**src/shared/dual_timer_pkg.sv**
```systemverilog
// Purpose: Shared constants for the dual programmable down timer
// Assumes: 8-bit register port with 16-bit addresses, 20 MHz reference clock
// Notes:   Every offset and field position, the reload and count reset values, and timing counts live here
package dual_timer_pkg;
	localparam int ADDR_W = 16;
	localparam int DATA_W = 8;

	// ----------------------------------------------------------------
	// Register offsets
	// ----------------------------------------------------------------
	localparam logic [15:0] ADDR_PRIORITY = 16'hFF21;
	localparam logic [15:0] ADDR_IRQ_FLAG = 16'hFF25;
	localparam logic [15:0] ADDR_GLOBAL = 16'hFF30;
	localparam logic [15:0] ADDR_T0_CTRL = 16'hFF31;
	localparam logic [15:0] ADDR_T1_CTRL = 16'hFF32;
	localparam logic [15:0] ADDR_T0_RELOAD = 16'hFF33;
	localparam logic [15:0] ADDR_T1_RELOAD = 16'hFF34;
	localparam logic [15:0] ADDR_T0_COUNT = 16'hFF35;
	localparam logic [15:0] ADDR_T1_COUNT = 16'hFF36;

	// ----------------------------------------------------------------
	// Field positions
	// ----------------------------------------------------------------
	localparam int BIT_EVENT_MODE = 7;
	localparam int BIT_FUNC_SEL = 6;
	localparam int BIT_POLARITY = 5;
	localparam int BIT_DIV_HI = 4;
	localparam int BIT_DIV_LO = 3;
	localparam int BIT_CONT = 2;
	localparam int BIT_PRESET = 1;
	localparam int BIT_RUN = 0;
	localparam int BIT_WIDE = 4;
	localparam int BIT_OUT_CHANNEL_SEL = 3;
	localparam int BIT_OUT_EN = 2;
	localparam int BIT_LEVEL_HI = 3;
	localparam int BIT_LEVEL_LO = 2;
	localparam int BIT_T1_FLAG = 7;
	localparam int BIT_T0_FLAG = 6;

	// ----------------------------------------------------------------
	// Reset values and encodings
	// ----------------------------------------------------------------
	localparam logic [7:0] RELOAD_RST = 8'hFF;
	localparam logic [7:0] COUNT_RST = 8'hFF;
	localparam logic EVENT_IDLE_LEVEL = 1'b1;
	localparam logic [1:0] REJECT_EDGES = 2'h2;

	typedef enum logic [1:0] {
		DIV_1 = 2'b00,
		DIV_4 = 2'b01,
		DIV_16 = 2'b10,
		DIV_64 = 2'b11
	} div_sel_t;

	localparam logic [5:0] MASK_DIV_1 = 6'h00;
	localparam logic [5:0] MASK_DIV_4 = 6'h03;
	localparam logic [5:0] MASK_DIV_16 = 6'h0F;
	localparam logic [5:0] MASK_DIV_64 = 6'h3F;

	typedef enum logic {
		LATCH_IDLE = 1'b0,
		LATCH_HELD = 1'b1
	} latch_state_t;

	// ----------------------------------------------------------------
	// Timing
	// ----------------------------------------------------------------
	localparam int CLK_PERIOD_NS = 50;
	localparam int LATCH_RELEASE_NS = 730000;
	localparam int LATCH_RELEASE_CYCLES = (LATCH_RELEASE_NS + CLK_PERIOD_NS - 1) / CLK_PERIOD_NS;
endpackage : dual_timer_pkg
```
**src/rtl/dual_programmable_down_timer.sv**
```systemverilog
// Purpose: Two 8-bit down timers, chainable to 16 bits, with event input and clock out
// Assumes: Source ticks and event input are synchronous to i_ref_clk
// Notes:   Source clock selection and interrupt enable logic live elsewhere
`timescale 1ns/1ns
module dual_programmable_down_timer #(
	parameter int LATCH_CYCLES = dual_timer_pkg::LATCH_RELEASE_CYCLES
) (
	input wire logic i_ref_clk,
	input wire logic i_rst_n,
	input wire logic [dual_timer_pkg::ADDR_W-1:0] i_addr,
	input wire logic [dual_timer_pkg::DATA_W-1:0] i_wdata,
	input wire logic i_wr,
	input wire logic i_rd,
	output logic [dual_timer_pkg::DATA_W-1:0] o_rdata,
	input wire logic i_t0_src_tick,
	input wire logic i_t1_src_tick,
	input wire logic i_tick_2048hz,
	input wire logic i_event_input_pin,
	output logic o_clock_out_pin,
	output logic o_inv_clock_out_pin,
	output logic o_t0_irq_flag,
	output logic o_t1_irq_flag,
	output logic [1:0] o_irq_level
);
	import dual_timer_pkg::*;

	// ----------------------------------------------------------------
	// State
	// ----------------------------------------------------------------
	logic wide_mode_r;
	logic out_channel_sel_r;
	logic out_clock_enable_r;
	logic event_count_mode_r;
	logic function_select_r;
	logic input_polarity_r;
	logic [1:0] t0_div_sel_r;
	logic [1:0] t1_div_sel_r;
	logic t0_continuous_r;
	logic t1_continuous_r;
	logic [7:0] t0_reload_r;
	logic [7:0] t1_reload_r;
	logic t0_run_r;
	logic t0_active_r;
	logic t1_run_r;
	logic t1_active_r;
	logic [1:0] irq_level_r;
	logic t0_irq_flag_r;
	logic t1_irq_flag_r;
	logic ev_prev_r;
	logic timer_clock_out_r;
	logic clock_out_pin_r;
	logic inv_clock_out_pin_r;
	logic [7:0] rdata_r;
	logic [7:0] hold_r;
	latch_state_t latch_state_r;
	logic [15:0] latch_cnt_r;

	// ----------------------------------------------------------------
	// Register decode
	// ----------------------------------------------------------------
	wire wr_prio = i_wr && (i_addr == ADDR_PRIORITY);
	wire wr_flag = i_wr && (i_addr == ADDR_IRQ_FLAG);
	wire wr_glb = i_wr && (i_addr == ADDR_GLOBAL);
	wire wr_t0 = i_wr && (i_addr == ADDR_T0_CTRL);
	wire wr_t1 = i_wr && (i_addr == ADDR_T1_CTRL);
	wire wr_rld0 = i_wr && (i_addr == ADDR_T0_RELOAD);
	wire wr_rld1 = i_wr && (i_addr == ADDR_T1_RELOAD);
	wire rd_cnt0 = i_rd && (i_addr == ADDR_T0_COUNT);
	wire rd_cnt1 = i_rd && (i_addr == ADDR_T1_COUNT);

	// ----------------------------------------------------------------
	// Event input conditioning
	// ----------------------------------------------------------------
	logic ev_filtered;

	event_noise_filter u_filter (
		.i_ref_clk(i_ref_clk),
		.i_rst_n(i_rst_n),
		.i_tick(i_tick_2048hz),
		.i_level(i_event_input_pin),
		.o_level(ev_filtered)
	);

	wire ev_level = function_select_r ? ev_filtered : i_event_input_pin;
	wire ev_rise = ev_level && !ev_prev_r;
	wire ev_fall = !ev_level && ev_prev_r;
	wire ev_edge = input_polarity_r ? ev_rise : ev_fall;
	// Normal mode leaves the gate open whatever the polarity says
	wire width_gate = !function_select_r || (i_event_input_pin == input_polarity_r);

	// ----------------------------------------------------------------
	// Channels
	// ----------------------------------------------------------------
	logic t0_div_tick;
	logic t1_div_tick;
	logic [7:0] t0_count;
	logic [7:0] t1_count;
	logic t0_zero;
	logic t1_zero;

	wire t0_cnt_en = event_count_mode_r ? (ev_edge && t0_run_r) :
		(t0_div_tick && t0_active_r && width_gate);
	wire t0_uf = t0_cnt_en && t0_zero;
	// Wide mode borrows from timer 0 and bypasses timer 1's prescaler
	wire t1_cnt_en = wide_mode_r ? t0_uf : (t1_div_tick && t1_active_r);
	wire t1_uf = t1_cnt_en && t1_zero;
	wire wide_uf = wide_mode_r && t1_uf;

	wire t0_load = wr_t0 && i_wdata[BIT_PRESET];
	wire t1_load = wr_t1 && i_wdata[BIT_PRESET] && !wide_mode_r;

	timer_channel8 u_t0 (
		.i_ref_clk(i_ref_clk),
		.i_rst_n(i_rst_n),
		.i_src_tick(i_t0_src_tick),
		.i_div_sel(t0_div_sel_r),
		.o_div_tick(t0_div_tick),
		.i_count_en(t0_cnt_en),
		.i_load(t0_load),
		.i_reload(t0_reload_r),
		.o_count(t0_count),
		.o_zero(t0_zero)
	);

	timer_channel8 u_t1 (
		.i_ref_clk(i_ref_clk),
		.i_rst_n(i_rst_n),
		.i_src_tick(i_t1_src_tick),
		.i_div_sel(t1_div_sel_r),
		.o_div_tick(t1_div_tick),
		.i_count_en(t1_cnt_en),
		.i_load(t1_load),
		.i_reload(t1_reload_r),
		.o_count(t1_count),
		.o_zero(t1_zero)
	);

	// ----------------------------------------------------------------
	// Run control
	// ----------------------------------------------------------------
	// Event mode has no prescaled clock, so run changes apply at once
	wire t0_sync = event_count_mode_r || t0_div_tick;
	wire t1_sync = t1_div_tick;
	wire t0_stop = !t0_continuous_r && (wide_mode_r ? wide_uf : t0_uf);
	wire t1_stop = !t1_continuous_r && !wide_mode_r && t1_uf;

	always_ff @(posedge i_ref_clk) begin
		if (!i_rst_n)
			t0_run_r <= 1'b0;
		else if (wr_t0)
			t0_run_r <= i_wdata[BIT_RUN];
		else if (t0_stop)
			t0_run_r <= 1'b0;
	end

	always_ff @(posedge i_ref_clk) begin
		if (!i_rst_n)
			t0_active_r <= 1'b0;
		else if (t0_stop)
			t0_active_r <= 1'b0;
		else if (t0_sync)
			t0_active_r <= t0_run_r;
	end

	always_ff @(posedge i_ref_clk) begin
		if (!i_rst_n || wide_mode_r)
			t1_run_r <= 1'b0;
		else if (wr_t1)
			t1_run_r <= i_wdata[BIT_RUN];
		else if (t1_stop)
			t1_run_r <= 1'b0;
	end

	always_ff @(posedge i_ref_clk) begin
		if (!i_rst_n || wide_mode_r)
			t1_active_r <= 1'b0;
		else if (t1_stop)
			t1_active_r <= 1'b0;
		else if (t1_sync)
			t1_active_r <= t1_run_r;
	end

	// ----------------------------------------------------------------
	// Control registers
	// ----------------------------------------------------------------
	always_ff @(posedge i_ref_clk) begin
		if (!i_rst_n) begin
			wide_mode_r <= 1'b0;
			out_channel_sel_r <= 1'b0;
			out_clock_enable_r <= 1'b0;
		end else if (wr_glb) begin
			wide_mode_r <= i_wdata[BIT_WIDE];
			out_channel_sel_r <= i_wdata[BIT_OUT_CHANNEL_SEL];
			out_clock_enable_r <= i_wdata[BIT_OUT_EN];
		end
	end

	always_ff @(posedge i_ref_clk) begin
		if (!i_rst_n) begin
			event_count_mode_r <= 1'b0;
			function_select_r <= 1'b0;
			input_polarity_r <= 1'b0;
			t0_div_sel_r <= DIV_1;
			t0_continuous_r <= 1'b0;
		end else if (wr_t0) begin
			event_count_mode_r <= i_wdata[BIT_EVENT_MODE];
			function_select_r <= i_wdata[BIT_FUNC_SEL];
			input_polarity_r <= i_wdata[BIT_POLARITY];
			t0_div_sel_r <= i_wdata[BIT_DIV_HI:BIT_DIV_LO];
			t0_continuous_r <= i_wdata[BIT_CONT];
		end
	end

	always_ff @(posedge i_ref_clk) begin
		if (!i_rst_n) begin
			t1_div_sel_r <= DIV_1;
			t1_continuous_r <= 1'b0;
		end else if (wr_t1) begin
			t1_div_sel_r <= i_wdata[BIT_DIV_HI:BIT_DIV_LO];
			t1_continuous_r <= i_wdata[BIT_CONT];
		end
	end

	always_ff @(posedge i_ref_clk) begin
		if (!i_rst_n) begin
			t0_reload_r <= RELOAD_RST;
			t1_reload_r <= RELOAD_RST;
			irq_level_r <= 2'h0;
		end else begin
			if (wr_rld0)
				t0_reload_r <= i_wdata;
			if (wr_rld1)
				t1_reload_r <= i_wdata;
			if (wr_prio)
				irq_level_r <= i_wdata[BIT_LEVEL_HI:BIT_LEVEL_LO];
		end
	end

	// ----------------------------------------------------------------
	// Interrupt flags, set wins over clear
	// ----------------------------------------------------------------
	wire t0_flag_set = t0_uf && !wide_mode_r;
	wire t0_flag_clr = wr_flag && i_wdata[BIT_T0_FLAG];
	wire t1_flag_clr = wr_flag && i_wdata[BIT_T1_FLAG];

	always_ff @(posedge i_ref_clk) begin
		if (!i_rst_n) begin
			t0_irq_flag_r <= 1'b0;
			t1_irq_flag_r <= 1'b0;
		end else begin
			t0_irq_flag_r <= t0_flag_set || (t0_irq_flag_r && !t0_flag_clr);
			t1_irq_flag_r <= t1_uf || (t1_irq_flag_r && !t1_flag_clr);
		end
	end

	// ----------------------------------------------------------------
	// Output clock
	// ----------------------------------------------------------------
	wire out_uf = (wide_mode_r || out_channel_sel_r) ? t1_uf : t0_uf;
	// Pins are registered so enabling never glitches mid-cycle
	always_ff @(posedge i_ref_clk) begin
		if (!i_rst_n) begin
			ev_prev_r <= EVENT_IDLE_LEVEL;
			timer_clock_out_r <= 1'b0;
			clock_out_pin_r <= 1'b1;
			inv_clock_out_pin_r <= 1'b0;
		end else begin
			ev_prev_r <= ev_level;
			timer_clock_out_r <= timer_clock_out_r ^ out_uf;
			clock_out_pin_r <= out_clock_enable_r ? timer_clock_out_r : 1'b1;
			inv_clock_out_pin_r <= out_clock_enable_r ? !timer_clock_out_r : 1'b0;
		end
	end

	// ----------------------------------------------------------------
	// High byte read latch
	// ----------------------------------------------------------------
	wire latch_timeout = (latch_cnt_r == 16'(LATCH_CYCLES - 1));

	always_ff @(posedge i_ref_clk) begin
		if (!i_rst_n) begin
			latch_state_r <= LATCH_IDLE;
			hold_r <= COUNT_RST;
			latch_cnt_r <= 16'h0000;
		end else begin
			case (latch_state_r)
				LATCH_IDLE: begin
					latch_cnt_r <= 16'h0000;
					if (rd_cnt0 && wide_mode_r) begin
						hold_r <= t1_count;
						latch_state_r <= LATCH_HELD;
					end
				end
				LATCH_HELD: begin
					latch_cnt_r <= latch_cnt_r + 16'h0001;
					if (rd_cnt0 && wide_mode_r) begin
						hold_r <= t1_count;
						latch_cnt_r <= 16'h0000;
					end else if (rd_cnt1 || latch_timeout) begin
						latch_state_r <= LATCH_IDLE;
					end
				end
				default: latch_state_r <= LATCH_IDLE;
			endcase
		end
	end

	// ----------------------------------------------------------------
	// Read path
	// ----------------------------------------------------------------
	wire [7:0] prio_rd = {4'h0, irq_level_r, 2'h0};
	wire [7:0] flag_rd = {t1_irq_flag_r, t0_irq_flag_r, 6'h00};
	wire [7:0] glb_rd = {3'h0, wide_mode_r, out_channel_sel_r, out_clock_enable_r, 2'h0};
	// Run reads 1 until the counter has really stopped; preset always reads 0
	wire [7:0] t0_rd = {event_count_mode_r, function_select_r, input_polarity_r, t0_div_sel_r,
		t0_continuous_r, 1'b0, t0_run_r || t0_active_r};
	wire [7:0] t1_rd = {3'h0, t1_div_sel_r, t1_continuous_r, 1'b0, t1_run_r || t1_active_r};
	wire [7:0] cnt1_rd = (latch_state_r == LATCH_HELD) ? hold_r : t1_count;

	wire [7:0] rd_mux =
		({8{i_addr == ADDR_PRIORITY}} & prio_rd) |
		({8{i_addr == ADDR_IRQ_FLAG}} & flag_rd) |
		({8{i_addr == ADDR_GLOBAL}} & glb_rd) |
		({8{i_addr == ADDR_T0_CTRL}} & t0_rd) |
		({8{i_addr == ADDR_T1_CTRL}} & t1_rd) |
		({8{i_addr == ADDR_T0_RELOAD}} & t0_reload_r) |
		({8{i_addr == ADDR_T1_RELOAD}} & t1_reload_r) |
		({8{i_addr == ADDR_T0_COUNT}} & t0_count) |
		({8{i_addr == ADDR_T1_COUNT}} & cnt1_rd);

	always_ff @(posedge i_ref_clk) begin
		if (!i_rst_n)
			rdata_r <= 8'h00;
		else
			rdata_r <= i_rd ? rd_mux : 8'h00;
	end

	assign o_rdata = rdata_r;
	assign o_clock_out_pin = clock_out_pin_r;
	assign o_inv_clock_out_pin = inv_clock_out_pin_r;
	assign o_t0_irq_flag = t0_irq_flag_r;
	assign o_t1_irq_flag = t1_irq_flag_r;
	assign o_irq_level = irq_level_r;
endmodule : dual_programmable_down_timer

```
**src/rtl/event_noise_filter.sv**
```systemverilog
// Purpose: Rejects short pulses on the event input
// Assumes: i_tick pulses once per falling edge of the 2048 Hz signal
// Notes:   A new level is passed on at the second tick after it appears
`timescale 1ns/1ns
module event_noise_filter (
	input wire logic i_ref_clk,
	input wire logic i_rst_n,
	input wire logic i_tick,
	input wire logic i_level,
	output logic o_level
);
	import dual_timer_pkg::*;

	logic level_r;
	logic [1:0] seen_r;

	assign o_level = level_r;

	// Any return to the old level before the second tick restarts the wait
	always_ff @(posedge i_ref_clk) begin
		if (!i_rst_n) begin
			level_r <= EVENT_IDLE_LEVEL;
			seen_r <= 2'h0;
		end else if (i_level == level_r) begin
			seen_r <= 2'h0;
		end else if (i_tick) begin
			if (seen_r == REJECT_EDGES - 2'h1) begin
				level_r <= i_level;
				seen_r <= 2'h0;
			end else begin
				seen_r <= seen_r + 2'h1;
			end
		end
	end
endmodule : event_noise_filter

```
**src/rtl/timer_channel8.sv**
```systemverilog
// Purpose: One 8-bit channel: source prescaler plus reloadable down counter
// Assumes: Source tick is a one-cycle pulse per falling edge of the source clock
// Notes:   Underflow is count enable while the count is zero; caller derives it
`timescale 1ns/1ns
module timer_channel8 (
	input wire logic i_ref_clk,
	input wire logic i_rst_n,
	input wire logic i_src_tick,
	input wire logic [1:0] i_div_sel,
	output logic o_div_tick,
	input wire logic i_count_en,
	input wire logic i_load,
	input wire logic [7:0] i_reload,
	output logic [7:0] o_count,
	output logic o_zero
);
	import dual_timer_pkg::*;

	logic [5:0] pre_r;
	logic [7:0] count_r;
	logic [5:0] div_mask;
	logic [7:0] count_nxt;

	// ----------------------------------------------------------------
	// Prescaler
	// ----------------------------------------------------------------
	assign div_mask = (i_div_sel == DIV_64) ? MASK_DIV_64 :
		(i_div_sel == DIV_16) ? MASK_DIV_16 :
		(i_div_sel == DIV_4) ? MASK_DIV_4 : MASK_DIV_1;
	assign o_div_tick = i_src_tick && ((pre_r & div_mask) == div_mask);

	always_ff @(posedge i_ref_clk) begin
		if (!i_rst_n)
			pre_r <= 6'h00;
		else if (i_src_tick)
			pre_r <= pre_r + 6'h01;
	end

	// ----------------------------------------------------------------
	// Down counter
	// ----------------------------------------------------------------
	assign o_zero = (count_r == 8'h00);
	assign count_nxt = i_load ? i_reload :
		!i_count_en ? count_r :
		o_zero ? i_reload : count_r - 8'h01;
	assign o_count = count_r;

	always_ff @(posedge i_ref_clk) begin
		if (!i_rst_n)
			count_r <= COUNT_RST;
		else
			count_r <= count_nxt;
	end
endmodule : timer_channel8

```
**config.mk**
```make
export PLATFORM = sky130hd
export DESIGN_NAME = dual_programmable_down_timer
export DESIGN_NICKNAME = d
export VERILOG_FILES = /design/src/shared/dual_timer_pkg.sv /design/src/rtl/dual_programmable_down_timer.sv /design/src/rtl/event_noise_filter.sv /design/src/rtl/timer_channel8.sv
export SDC_FILE = /design/constraint.sdc
export NUM_CORES = 1
export LEC_CHECK = 0
export BUFFER_PORTS_ARGS = -buffer_cell sky130_fd_sc_hd__buf_2
export CORE_ASPECT_RATIO = 0.8
export CORE_MARGIN = 2
export CORE_UTILIZATION = 30
export CTS_CLUSTER_DIAMETER = 100
export DETAILED_ROUTE_END_ITERATION = 16
export PLACE_DENSITY_LB_ADDON = 0.15
export RECOVER_POWER = 100
export REMOVE_ABC_BUFFERS = 1
export SLEW_MARGIN = 20
export SYNTH_ARGS = -nofsm -noshare
export SYNTH_HDL_FRONTEND = slang
export SYNTH_SLANG_ARGS = --single-unit
```
**constraint.sdc**
```tcl
create_clock -name i_ref_clk -period 2.3 [get_ports i_ref_clk]
set_input_delay 0.23 -clock i_ref_clk [delete_from_list [all_inputs] [get_ports i_ref_clk]]
set_output_delay 0.23 -clock i_ref_clk [all_outputs]
set_load 0.005 [all_outputs]
```
; Word level (Yosys, flattened, before mapping)
; Index checks and enable logic that the tools add are counted.
[word_totals]
reg_bits = 104
in_bits = 32
output_inout_bits = 14
[classes]
add_sub_neg = 6
eq_ne = 21
muxes = 31
bitwise_logic = 23
n_reduce_logical = 63
[op_table]
columns = op, n
row1 = "== test 16 bit, second input constant", 9
row2 = two-way mux 8 bit, 8
row3 = bitwise OR 8 bit, 8
row4 = AND 8 bit, 6
row5 = logical AND 1 bit, 32
row6 = case mux 16 bit (2 select lines), 1
row7 = two-way mux 6 bit, 4
row8 = "adder 16 x 1 -> 16 bit, second input constant", 1
row9 = AND 8 x 5 -> 8 bit, 2
row10 = "== test 16 x 14 -> 1 bit, second input constant", 1
row11 = logical NOT 8 bit, 2
row12 = two-way mux 16 bit, 1
row13 = "subtractor 8 x 1 -> 8 bit, second input constant", 2
row14 = two-way mux 1 bit, 13
row15 = "adder 6 x 1 -> 6 bit, second input constant", 2
row16 = AND 6 bit, 2
row17 = == test 6 bit, 2
row18 = logical NOT 1 bit, 10
row19 = logical OR 1 bit, 9
row20 = AND 8 x 4 -> 8 bit, 1
row21 = "== test 2 bit, second input constant", 4
row22 = nonzero test 2 bit, 4
row23 = "== test 2 x 1 -> 1 bit, second input constant", 3
row24 = two-way mux 2 bit, 3
row25 = other kinds (8), 14

; Depth between registers and ports, before layout
; Gate-level depths: netlist of the first run.
[logic_depth]
ltp_word = 18
depth_mapped = 9

; Modules after synthesis
; From an unflattened synthesis of the first run, not the netlist that was laid out.
[hier_totals]
cells_unflattened = 614
hier_area_um2 = 5425.2
[by_module_without_submodules]
columns = mod, n_inst, cells_each, area_per_inst_um2
row1 = dual_programmable_down_timer, 1, 394, 3477.1
row2 = timer_channel8, 2, 104, 909.6
row3 = event_noise_filter, 1, 12, 128.9

; Worst setup path before layout of the first run
; No wires, ideal clock.
[synth_path]
path_kind = input to register
startpoint = in i_addr[3] (netlist name)
endpoint = reg t0_reload_r[1]
setup_time_ns = 0.129
t_arrival_ns = 1.844
path_slack_ns = 0.326
stages = 6
cell_sequence = or4b_4 > nor4_4 > and2_1 > nand3_4 > mux2i_1 > nand2_1
[synth_between]
elab_chain_len = 2
[synth_rtl]
columns = item, line_no
row1 = from (decl), dual_programmable_down_timer.sv:10  ; input wire logic [dual_timer_pkg::ADDR_W-1:0] i_addr,
row2 = == test 16 bit, dual_programmable_down_timer.sv:66  ; wire wr_rld0 = i_wr && (i_addr == ADDR_T0_RELOAD);
row3 = logical AND 1 bit, dual_programmable_down_timer.sv:66
row4 = to (signal assigned), dual_programmable_down_timer.sv:231  ; t0_reload_r <= i_wdata;
row5 = to (decl), dual_programmable_down_timer.sv:40  ; logic [7:0] t0_reload_r;
; No other way between the ends.
; A chain may end at the register's enable or synchronous reset.

; Worst setup path after layout of the first run
[layout_path]
startpoint = reg u_t0.count_r[0], in the netlist u_t0.o_count[0]
endpoint = reg u_t1.count_r[3], in the netlist u_t1.o_count[3]
[layout_between]
elab_chain_len = 4
[layout_rtl]
columns = item, line_no
row1 = from (decl), timer_channel8.sv:20  ; logic [7:0] count_r;
row2 = from (signal assigned), timer_channel8.sv:52  ; count_r <= count_nxt;
row3 = logical NOT 8 bit, timer_channel8.sv:42  ; assign o_zero = (count_r == 8'h00);
row4 = logical AND 1 bit, dual_programmable_down_timer.sv:103  ; wire t0_uf = t0_cnt_en && t0_zero;
row5 = two-way mux 1 bit, dual_programmable_down_timer.sv:105  ; wire t1_cnt_en = wide_mode_r ? t0_uf : (t1_div_tick && t1_active_r);
row6 = nonzero test 2 bit (no source line), -
row7 = to (signal assigned), timer_channel8.sv:52
row8 = to (decl), timer_channel8.sv:20
; No other way between the ends.

==> impl_metrics.env, run 1 <==
export IMPL_status="finished clean"
export IMPL_final_nets=693
export IMPL_rsz0062_at_grt="no"
export IMPL_num_io_pins=46
export IMPL_core_mm2=0.0166
export IMPL_syn_area_mm2=0.00511
export IMPL_viasPerCell=5.19
export IMPL_yosysUniqueCellTypes=57
export IMPL_die_h_um=121
export IMPL_firstDrtPassIters=5
export IMPL_portBuffers=45
export IMPL_clk_latency_ns=0.35
export IMPL_dieArea_mm2=0.0181
export IMPL_grt_total_usage=0.178
export IMPL_vias=4574
export IMPL_avgSynthCellArea_um2=8.68
export IMPL_grt_pass1_wl_um=24400
export IMPL_finalClockSkew_ns=0.00775
export IMPL_layout_drive_gt1_share=0.141
export IMPL_worst_ir_drop_vdd_mv=0.344
export IMPL_grt_start_max_net_pins=49
export IMPL_cts_tree="done"
export IMPL_cts_setup_buffers=0
export IMPL_leakage_nw=2.39
export IMPL_gp_congestion=0.894
export IMPL_synthArstFlopShare=0
export IMPL_end_kind="flop"
export IMPL_fmax_mhz=466
export IMPL_slew_headroom=0.381
export IMPL_dpl_hpwl_um=11800
export IMPL_post_route_period_util=0.933
export IMPL_critical_path_class="reg2reg"
export IMPL_final_area_mm2=0.00601
export IMPL_routed_wl_um=15600
export IMPL_grt_antenna_before_repair=0
export IMPL_crit_arrival_ns=2.37
export IMPL_setup_violations=0
export IMPL_wl_per_cell_um=17.7
export IMPL_worstMarginPinSlew_ns=0.928
export IMPL_cp_start_kind="flop"
export IMPL_netlist_instances=589
export IMPL_cts_buffers=9
export IMPL_maxSlewViolCount=0
export IMPL_postRouteAntennaNets=0
export IMPL_clock_sinks=104
export IMPL_dieWidth_um=150
export IMPL_first_global_vias=4308
export IMPL_seq_area_frac_synth=0.407
export IMPL_drt_iter0_drc=300
export IMPL_period_needed_ns=2.15
export IMPL_drc_errors=0
export IMPL_htree_num_levels=3
export IMPL_ys_warn_count=0
export IMPL_yosys_top_cells_area="dfxtp_1 41%, mux2i_1 10%, nand2_1 5.3%"
export IMPL_rows=42
export IMPL_power_mw=3.65
export IMPL_ys_seq_elements=104
export IMPL_fill_cells=1789
export IMPL_finalHoldViolCount=0
export IMPL_synth_top_area_cell="dfxtp_1"
export IMPL_clockRootBuffer="clkbuf_16"
export IMPL_netlist_area_leader_share=0.407
export IMPL_cellPowerDensity_mw_per_mm2=607
export IMPL_cts_reportedPaths_clkPinSlew_ns=0.07
export IMPL_initial_utilization=0.308
export IMPL_crit_fanout=13
export IMPL_cap_violations=0
export IMPL_stdcell_count=881
export IMPL_required_ns=2.52
export IMPL_synth_ff_type="dfxtp_1"
export IMPL_placed_area_mm2=0.00579
export IMPL_diodes=0
export IMPL_area_growth_pct=17.6
export IMPL_overflow=0
export IMPL_synth_edf_count=0
export IMPL_clockBufferDepth=2
export IMPL_dp_cells=865
export IMPL_hold_path_class="in2reg"
==> critical path, cell delays in order, from the launching register on <==
cell	delay [ns]
dfxtp_1	0.32
inv_1	0.11
ha_1	0.21
or3b_4	0.44
nor2_4	0.16
nand2_1	0.11
o211ai_1	0.30
buf_12	0.18
o21a_1	0.11
o21ai_0	0.08
==> stage by stage <==
stage           util  worst slack [ns]  hold WS [ns]  setup TNS (ns)
2_1_floorplan      -           -0.0124         0.292         -0.0242
6_report       0.362             0.155         0.139               0
5_1_grt        0.362            0.0121         0.167               0
3_5_place_dp   0.349            -0.114         0.441          -0.282
3_3_place_gp   0.349           -0.0327         0.431         -0.0479
4_1_cts        0.368            0.0699         0.135               0
==> cell usage after synthesis, drive strengths merged (2+ instances only) <==
library cell	n
inv	12
a211oi	4
a31oi	2
ha	5
o21ai	27
o21a	5
mux2i	51
a221oi	2
buf	7
a222oi	2
a21boi	7
o22ai	7
xnor2	11
nor2b	19
nand2	72
and2	16
nor2	51
nor3b	2
clkbuf	18
nor4b	4
nand2b	8
o211ai	13
nand4	11
and3	9
nor3	8
a21oi	26
or4	2
nor4	6
or2	5
nand4b	2
dfxtp	104
o221ai	2
xor2	13
or3	4
a22oi	4
nand3	29
mux2	7
==> registers in the layout, indices dropped and copies added (netlist names), 2 cells and up <==
name	flops
latch_cnt_r	16
hold_r	8
o_rdata	8
t0_reload_r	8
t1_reload_r	8
u_t0.o_count	8
u_t1.o_count	8
u_t0.pre_r	6
u_t1.pre_r	6
o_irq_level	2
t0_div_sel_r	2
t1_div_sel_r	2
u_filter.seen_r	2
==> power by group <==
part | internal [mW] | switching [mW]
Clock | 0.984 | 0.673
Combinational | 0.0647 | 0.105
Sequential | 1.81 | 0.0114
==> cells by family after synthesis <==
family                     Yosys count  synth area share
AOI/OAI and AO/OA                  108             0.135
xor gates and xnor gates            24            0.0411
adders and majority gates            5            0.0122
buffers and inverters               37            0.0289
DFF                                104             0.407
muxes                               59             0.120
and+or+nand+nor                    252             0.256
==> path summary, 6_finish.rpt <==
| path | from | endpoint | slack (ns) | depth (start not counted) |
|---|---|---|---|---|
| hold / removal | i_tick_2048hz | u_filter.seen_r[0]$_SDFFE_PP0P_ | 0.14 | 3 |
| setup reg to reg | u_t0.o_count[0]$_SDFFE_PN1P_ | u_t1.o_count[3]$_SDFFE_PN1P_ | 0.15 | 9 |
| hold reg to reg | latch_cnt_r[0]$_SDFF_PP0_ | latch_cnt_r[0]$_SDFF_PP0_ | 0.45 | 1 |
| setup / recovery | u_t0.o_count[0]$_SDFFE_PN1P_ | u_t1.o_count[3]$_SDFFE_PN1P_ | 0.15 | 9 |
==> area by class of cell <==
cell class                      instances  area, um^2  area share
Clock buffer                           13         250      0.0416
Timing Repair Buffer                   81         448      0.0746
Clock inverter                          3        65.1      0.0108
Tap cell                              220         275      0.0458
Sequential cell                       104        2080       0.347
Multi-Input combinational cell        448        2840       0.473
Inverter                               12        45.0     0.00750
==> layer usage <==
metal / global-route usage / part of all wire / routed length [um] / vias up
li1: - / - / - / 2227
met1: 0.265 / 0.51 / 7920 / 2204
met2: 0.252 / 0.41 / 6440 / 128
met3: 0.0460 / 0.065 / 1010 / 15
met4: 0.0478 / 0.013 / 203 / 0
met5: 0 / 0 / 0 / -
==> repair_timing <==
action	in CTS	in global routing
setup endpoints to repair	3	10
resized for setup	2	3
hold buffers	0	0
hold endpoints to repair	0	0
==> placed cells by master, fill, tap and decap left out, types with 5 or more instances in the layout <==
cell type / n
dfxtp_1: 104
nand2_1: 72
mux2i_1: 51
nor2_1: 50
buf_2: 36
nand3_1: 28
a21oi_1: 25
o21ai_0: 24
clkbuf_1: 23
buf_4: 20
nor2b_1: 19
xor2_1: 13
o211ai_1: 13
inv_1: 12
nand4_1: 11
xnor2_1: 11
and2_1: 10
and3_1: 9
clkbuf_16: 9
nand2b_1: 8
nor3_1: 8
o22ai_1: 7
mux2_2: 7
nor4_1: 6
and2_0: 6
a21boi_0: 6
o21a_1: 5
or2_2: 5
ha_1: 5
Power figures use the tool's default switching activity.
==> inputs of run 2 (changes only) <==
- CORE_ASPECT_RATIO: 0.8 -> 0.7
==> impl_metrics.env, run 2 (synthesis gave the netlist of run 1 again) <==
export IMPL_rows=39
export IMPL_overflow=0
export IMPL_cts_reportedPaths_clkPinSlew_ns=0.07
export IMPL_critical_path_top_delay_family="simple AND/OR/NAND/NOR gates"
export IMPL_multi_input_area_mm2=0.00285
export IMPL_grt_antenna_before_repair=0
export IMPL_gp_congestion=0.880
export IMPL_clockBufferDepth=2
export IMPL_fmax_mhz=461
export IMPL_cts_setup_buffers=0
export IMPL_grt_start_max_net_pins=33
export IMPL_worstMarginPinSlew_ns=0.826
export IMPL_die_h_um=113
export IMPL_grt_total_usage=0.171
export IMPL_utilization=0.365
export IMPL_maxSlewViolCount=0
export IMPL_layout_commonest_cell="dfxtp_1"
export IMPL_hold_path_class="in2reg"
export IMPL_max_stage_delay_ns=0.50
export IMPL_period_needed_ns=2.17
export IMPL_setup_violations=0
export IMPL_crit_arrival_ns=2.39
export IMPL_slowest_stage="or3b_2"
export IMPL_cts_tree="done"
export IMPL_diodes=0
export IMPL_final_nets=699
export IMPL_post_route_period_util=0.943
export IMPL_cts_resized=0
export IMPL_largest_reg_flops=16
export IMPL_drc_errors=0
export IMPL_leakage_nw=2.39
export IMPL_top_register="latch_cnt_r"
export IMPL_status="finished clean"
export IMPL_num_io_pins=46
export IMPL_finalHoldViolCount=0
export IMPL_tns_ns=0
export IMPL_clk_latency_ns=0.36
export IMPL_first_global_vias=4190
export IMPL_cts_hold_buf=0
export IMPL_path_cells="inv_1 > ha_1 > or3b_2 > clkbuf_1 > or3_1 > o21a_1 > a21oi_1 > o221ai_1"
export IMPL_grt_pass1_wl_um=23900
export IMPL_wl_per_cell_um=17.0
export IMPL_timing_hold_ws_ns=0.134
export IMPL_dieArea_mm2=0.0181
export IMPL_initial_utilization=0.310
export IMPL_dieWidth_um=160
export IMPL_vias=4547
export IMPL_core_mm2=0.0165
export IMPL_end_kind="flop"
export IMPL_crit_fanout=4
export IMPL_postRouteAntennaNets=0
export IMPL_dpl_hpwl_um=11700
export IMPL_critPathBufInv=2
export IMPL_cp_start_kind="flop"
export IMPL_rsz0062_at_grt="no"
export IMPL_final_area_mm2=0.00602
export IMPL_cellPowerDensity_mw_per_mm2=572
export IMPL_portBuffers=45
export IMPL_worst_ir_drop_vdd_mv=0.299
export IMPL_viasPerCell=5.10
export IMPL_firstDrtPassIters=5
export IMPL_clockRootBuffer="clkbuf_16"
export IMPL_slew_headroom=0.450
export IMPL_routed_wl_um=15100
export IMPL_required_ns=2.52
export IMPL_drt_iter0_drc=327
export IMPL_layout_drive_gt1_share=0.153
export IMPL_cts_buffers=9
export IMPL_htree_num_levels=3
export IMPL_register_area_mm2=0.00208
export IMPL_area_growth_pct=17.8
export IMPL_clock_sinks=104
export IMPL_fill_cells=1760
export IMPL_final_cell_mix="104 x dfxtp_1, 72 x nand2_1, 51 x mux2i_1, 50 x nor2_1, 36 x buf_2"
export IMPL_critical_path_class="reg2reg"
export IMPL_finalClockSkew_ns=0.00905
export IMPL_cap_violations=0
export IMPL_placed_area_mm2=0.00584
[run 2: cell types whose count changed in the layout (fill, tap and decap cells not counted), moves of 2 or more]
| cell | before | now |
|---|---|---|
| and2_0 | 6 | 4 |
| o21ai_1 | 3 | 1 |
| and2_1 | 10 | 12 |
| clkbuf_1 | 23 | 20 |
| buf_4 | 20 | 27 |
| o21ai_0 | 24 | 26 |
| clkinvlp_4 | 0 | 3 |
| bufinv_16 | 2 | 0 |
[run 2: layout make-up]
| cell class | count | share of cell area |
|---|---|---|
| clock inverter | 6 | 0.00748 |
| timing repair buffer | 87 | 0.0823 |
| multi-input combinational | 448 | 0.472 |
| inverter | 12 | 0.00748 |
| tap | 225 | 0.0467 |
| clock buffer | 10 | 0.0380 |
| sequential | 104 | 0.346 |
[run 2: per-layer routing]
| metal | share of wire | track usage |
|---|---|---|
| met1 | 0.54 | 0.267 |
| met5 | 0 | 0 |
| met2 | 0.38 | 0.225 |
| met3 | 0.071 | 0.0477 |
| met4 | 0.0075 | 0.0378 |
[run 2: final timing paths]
kind | startpoint | end | slack, ns | cells after the start
worst min register to register | latch_cnt_r[0]$_SDFF_PP0_ | latch_cnt_r[0]$_SDFF_PP0_ | 0.45 | 1
worst max-delay path | u_t0.o_count[0]$_SDFFE_PN1P_ | u_t0.o_count[6]$_SDFFE_PN1P_ | 0.13 | 8
worst max register to register | u_t0.o_count[0]$_SDFFE_PN1P_ | u_t0.o_count[6]$_SDFFE_PN1P_ | 0.13 | 8
worst min-delay path | i_tick_2048hz | u_filter.seen_r[0]$_SDFFE_PP0P_ | 0.13 | 3
[run 2: worst min-delay path, cell delays in order]
cell and delay, ns:
buf_2 0.09, xnor2_1 0.06, nor2_1 0.08
[run 2: power breakdown]
group	leakage (nW)	internal (mW)	total [mW]	switching (mW)
registers	0.841	1.81	1.82	0.0113
logic	1.43	0.0683	0.171	0.103
clock network	0.125	0.739	1.46	0.718
total	2.39	2.62	3.45	0.832
[run 2: metrics by stage]
step | power (mW) | std cells | worst slack, ns
after floorplan | 1.92 | 564 | -0.0124
after global placement | 2.04 | 876 | 0.0326
after detailed placement | 2.04 | 876 | 0.00184
after CTS | 3.51 | 892 | 0.00971
after global routing | 3.60 | 892 | 0.00891
final | 3.45 | 892 | 0.132
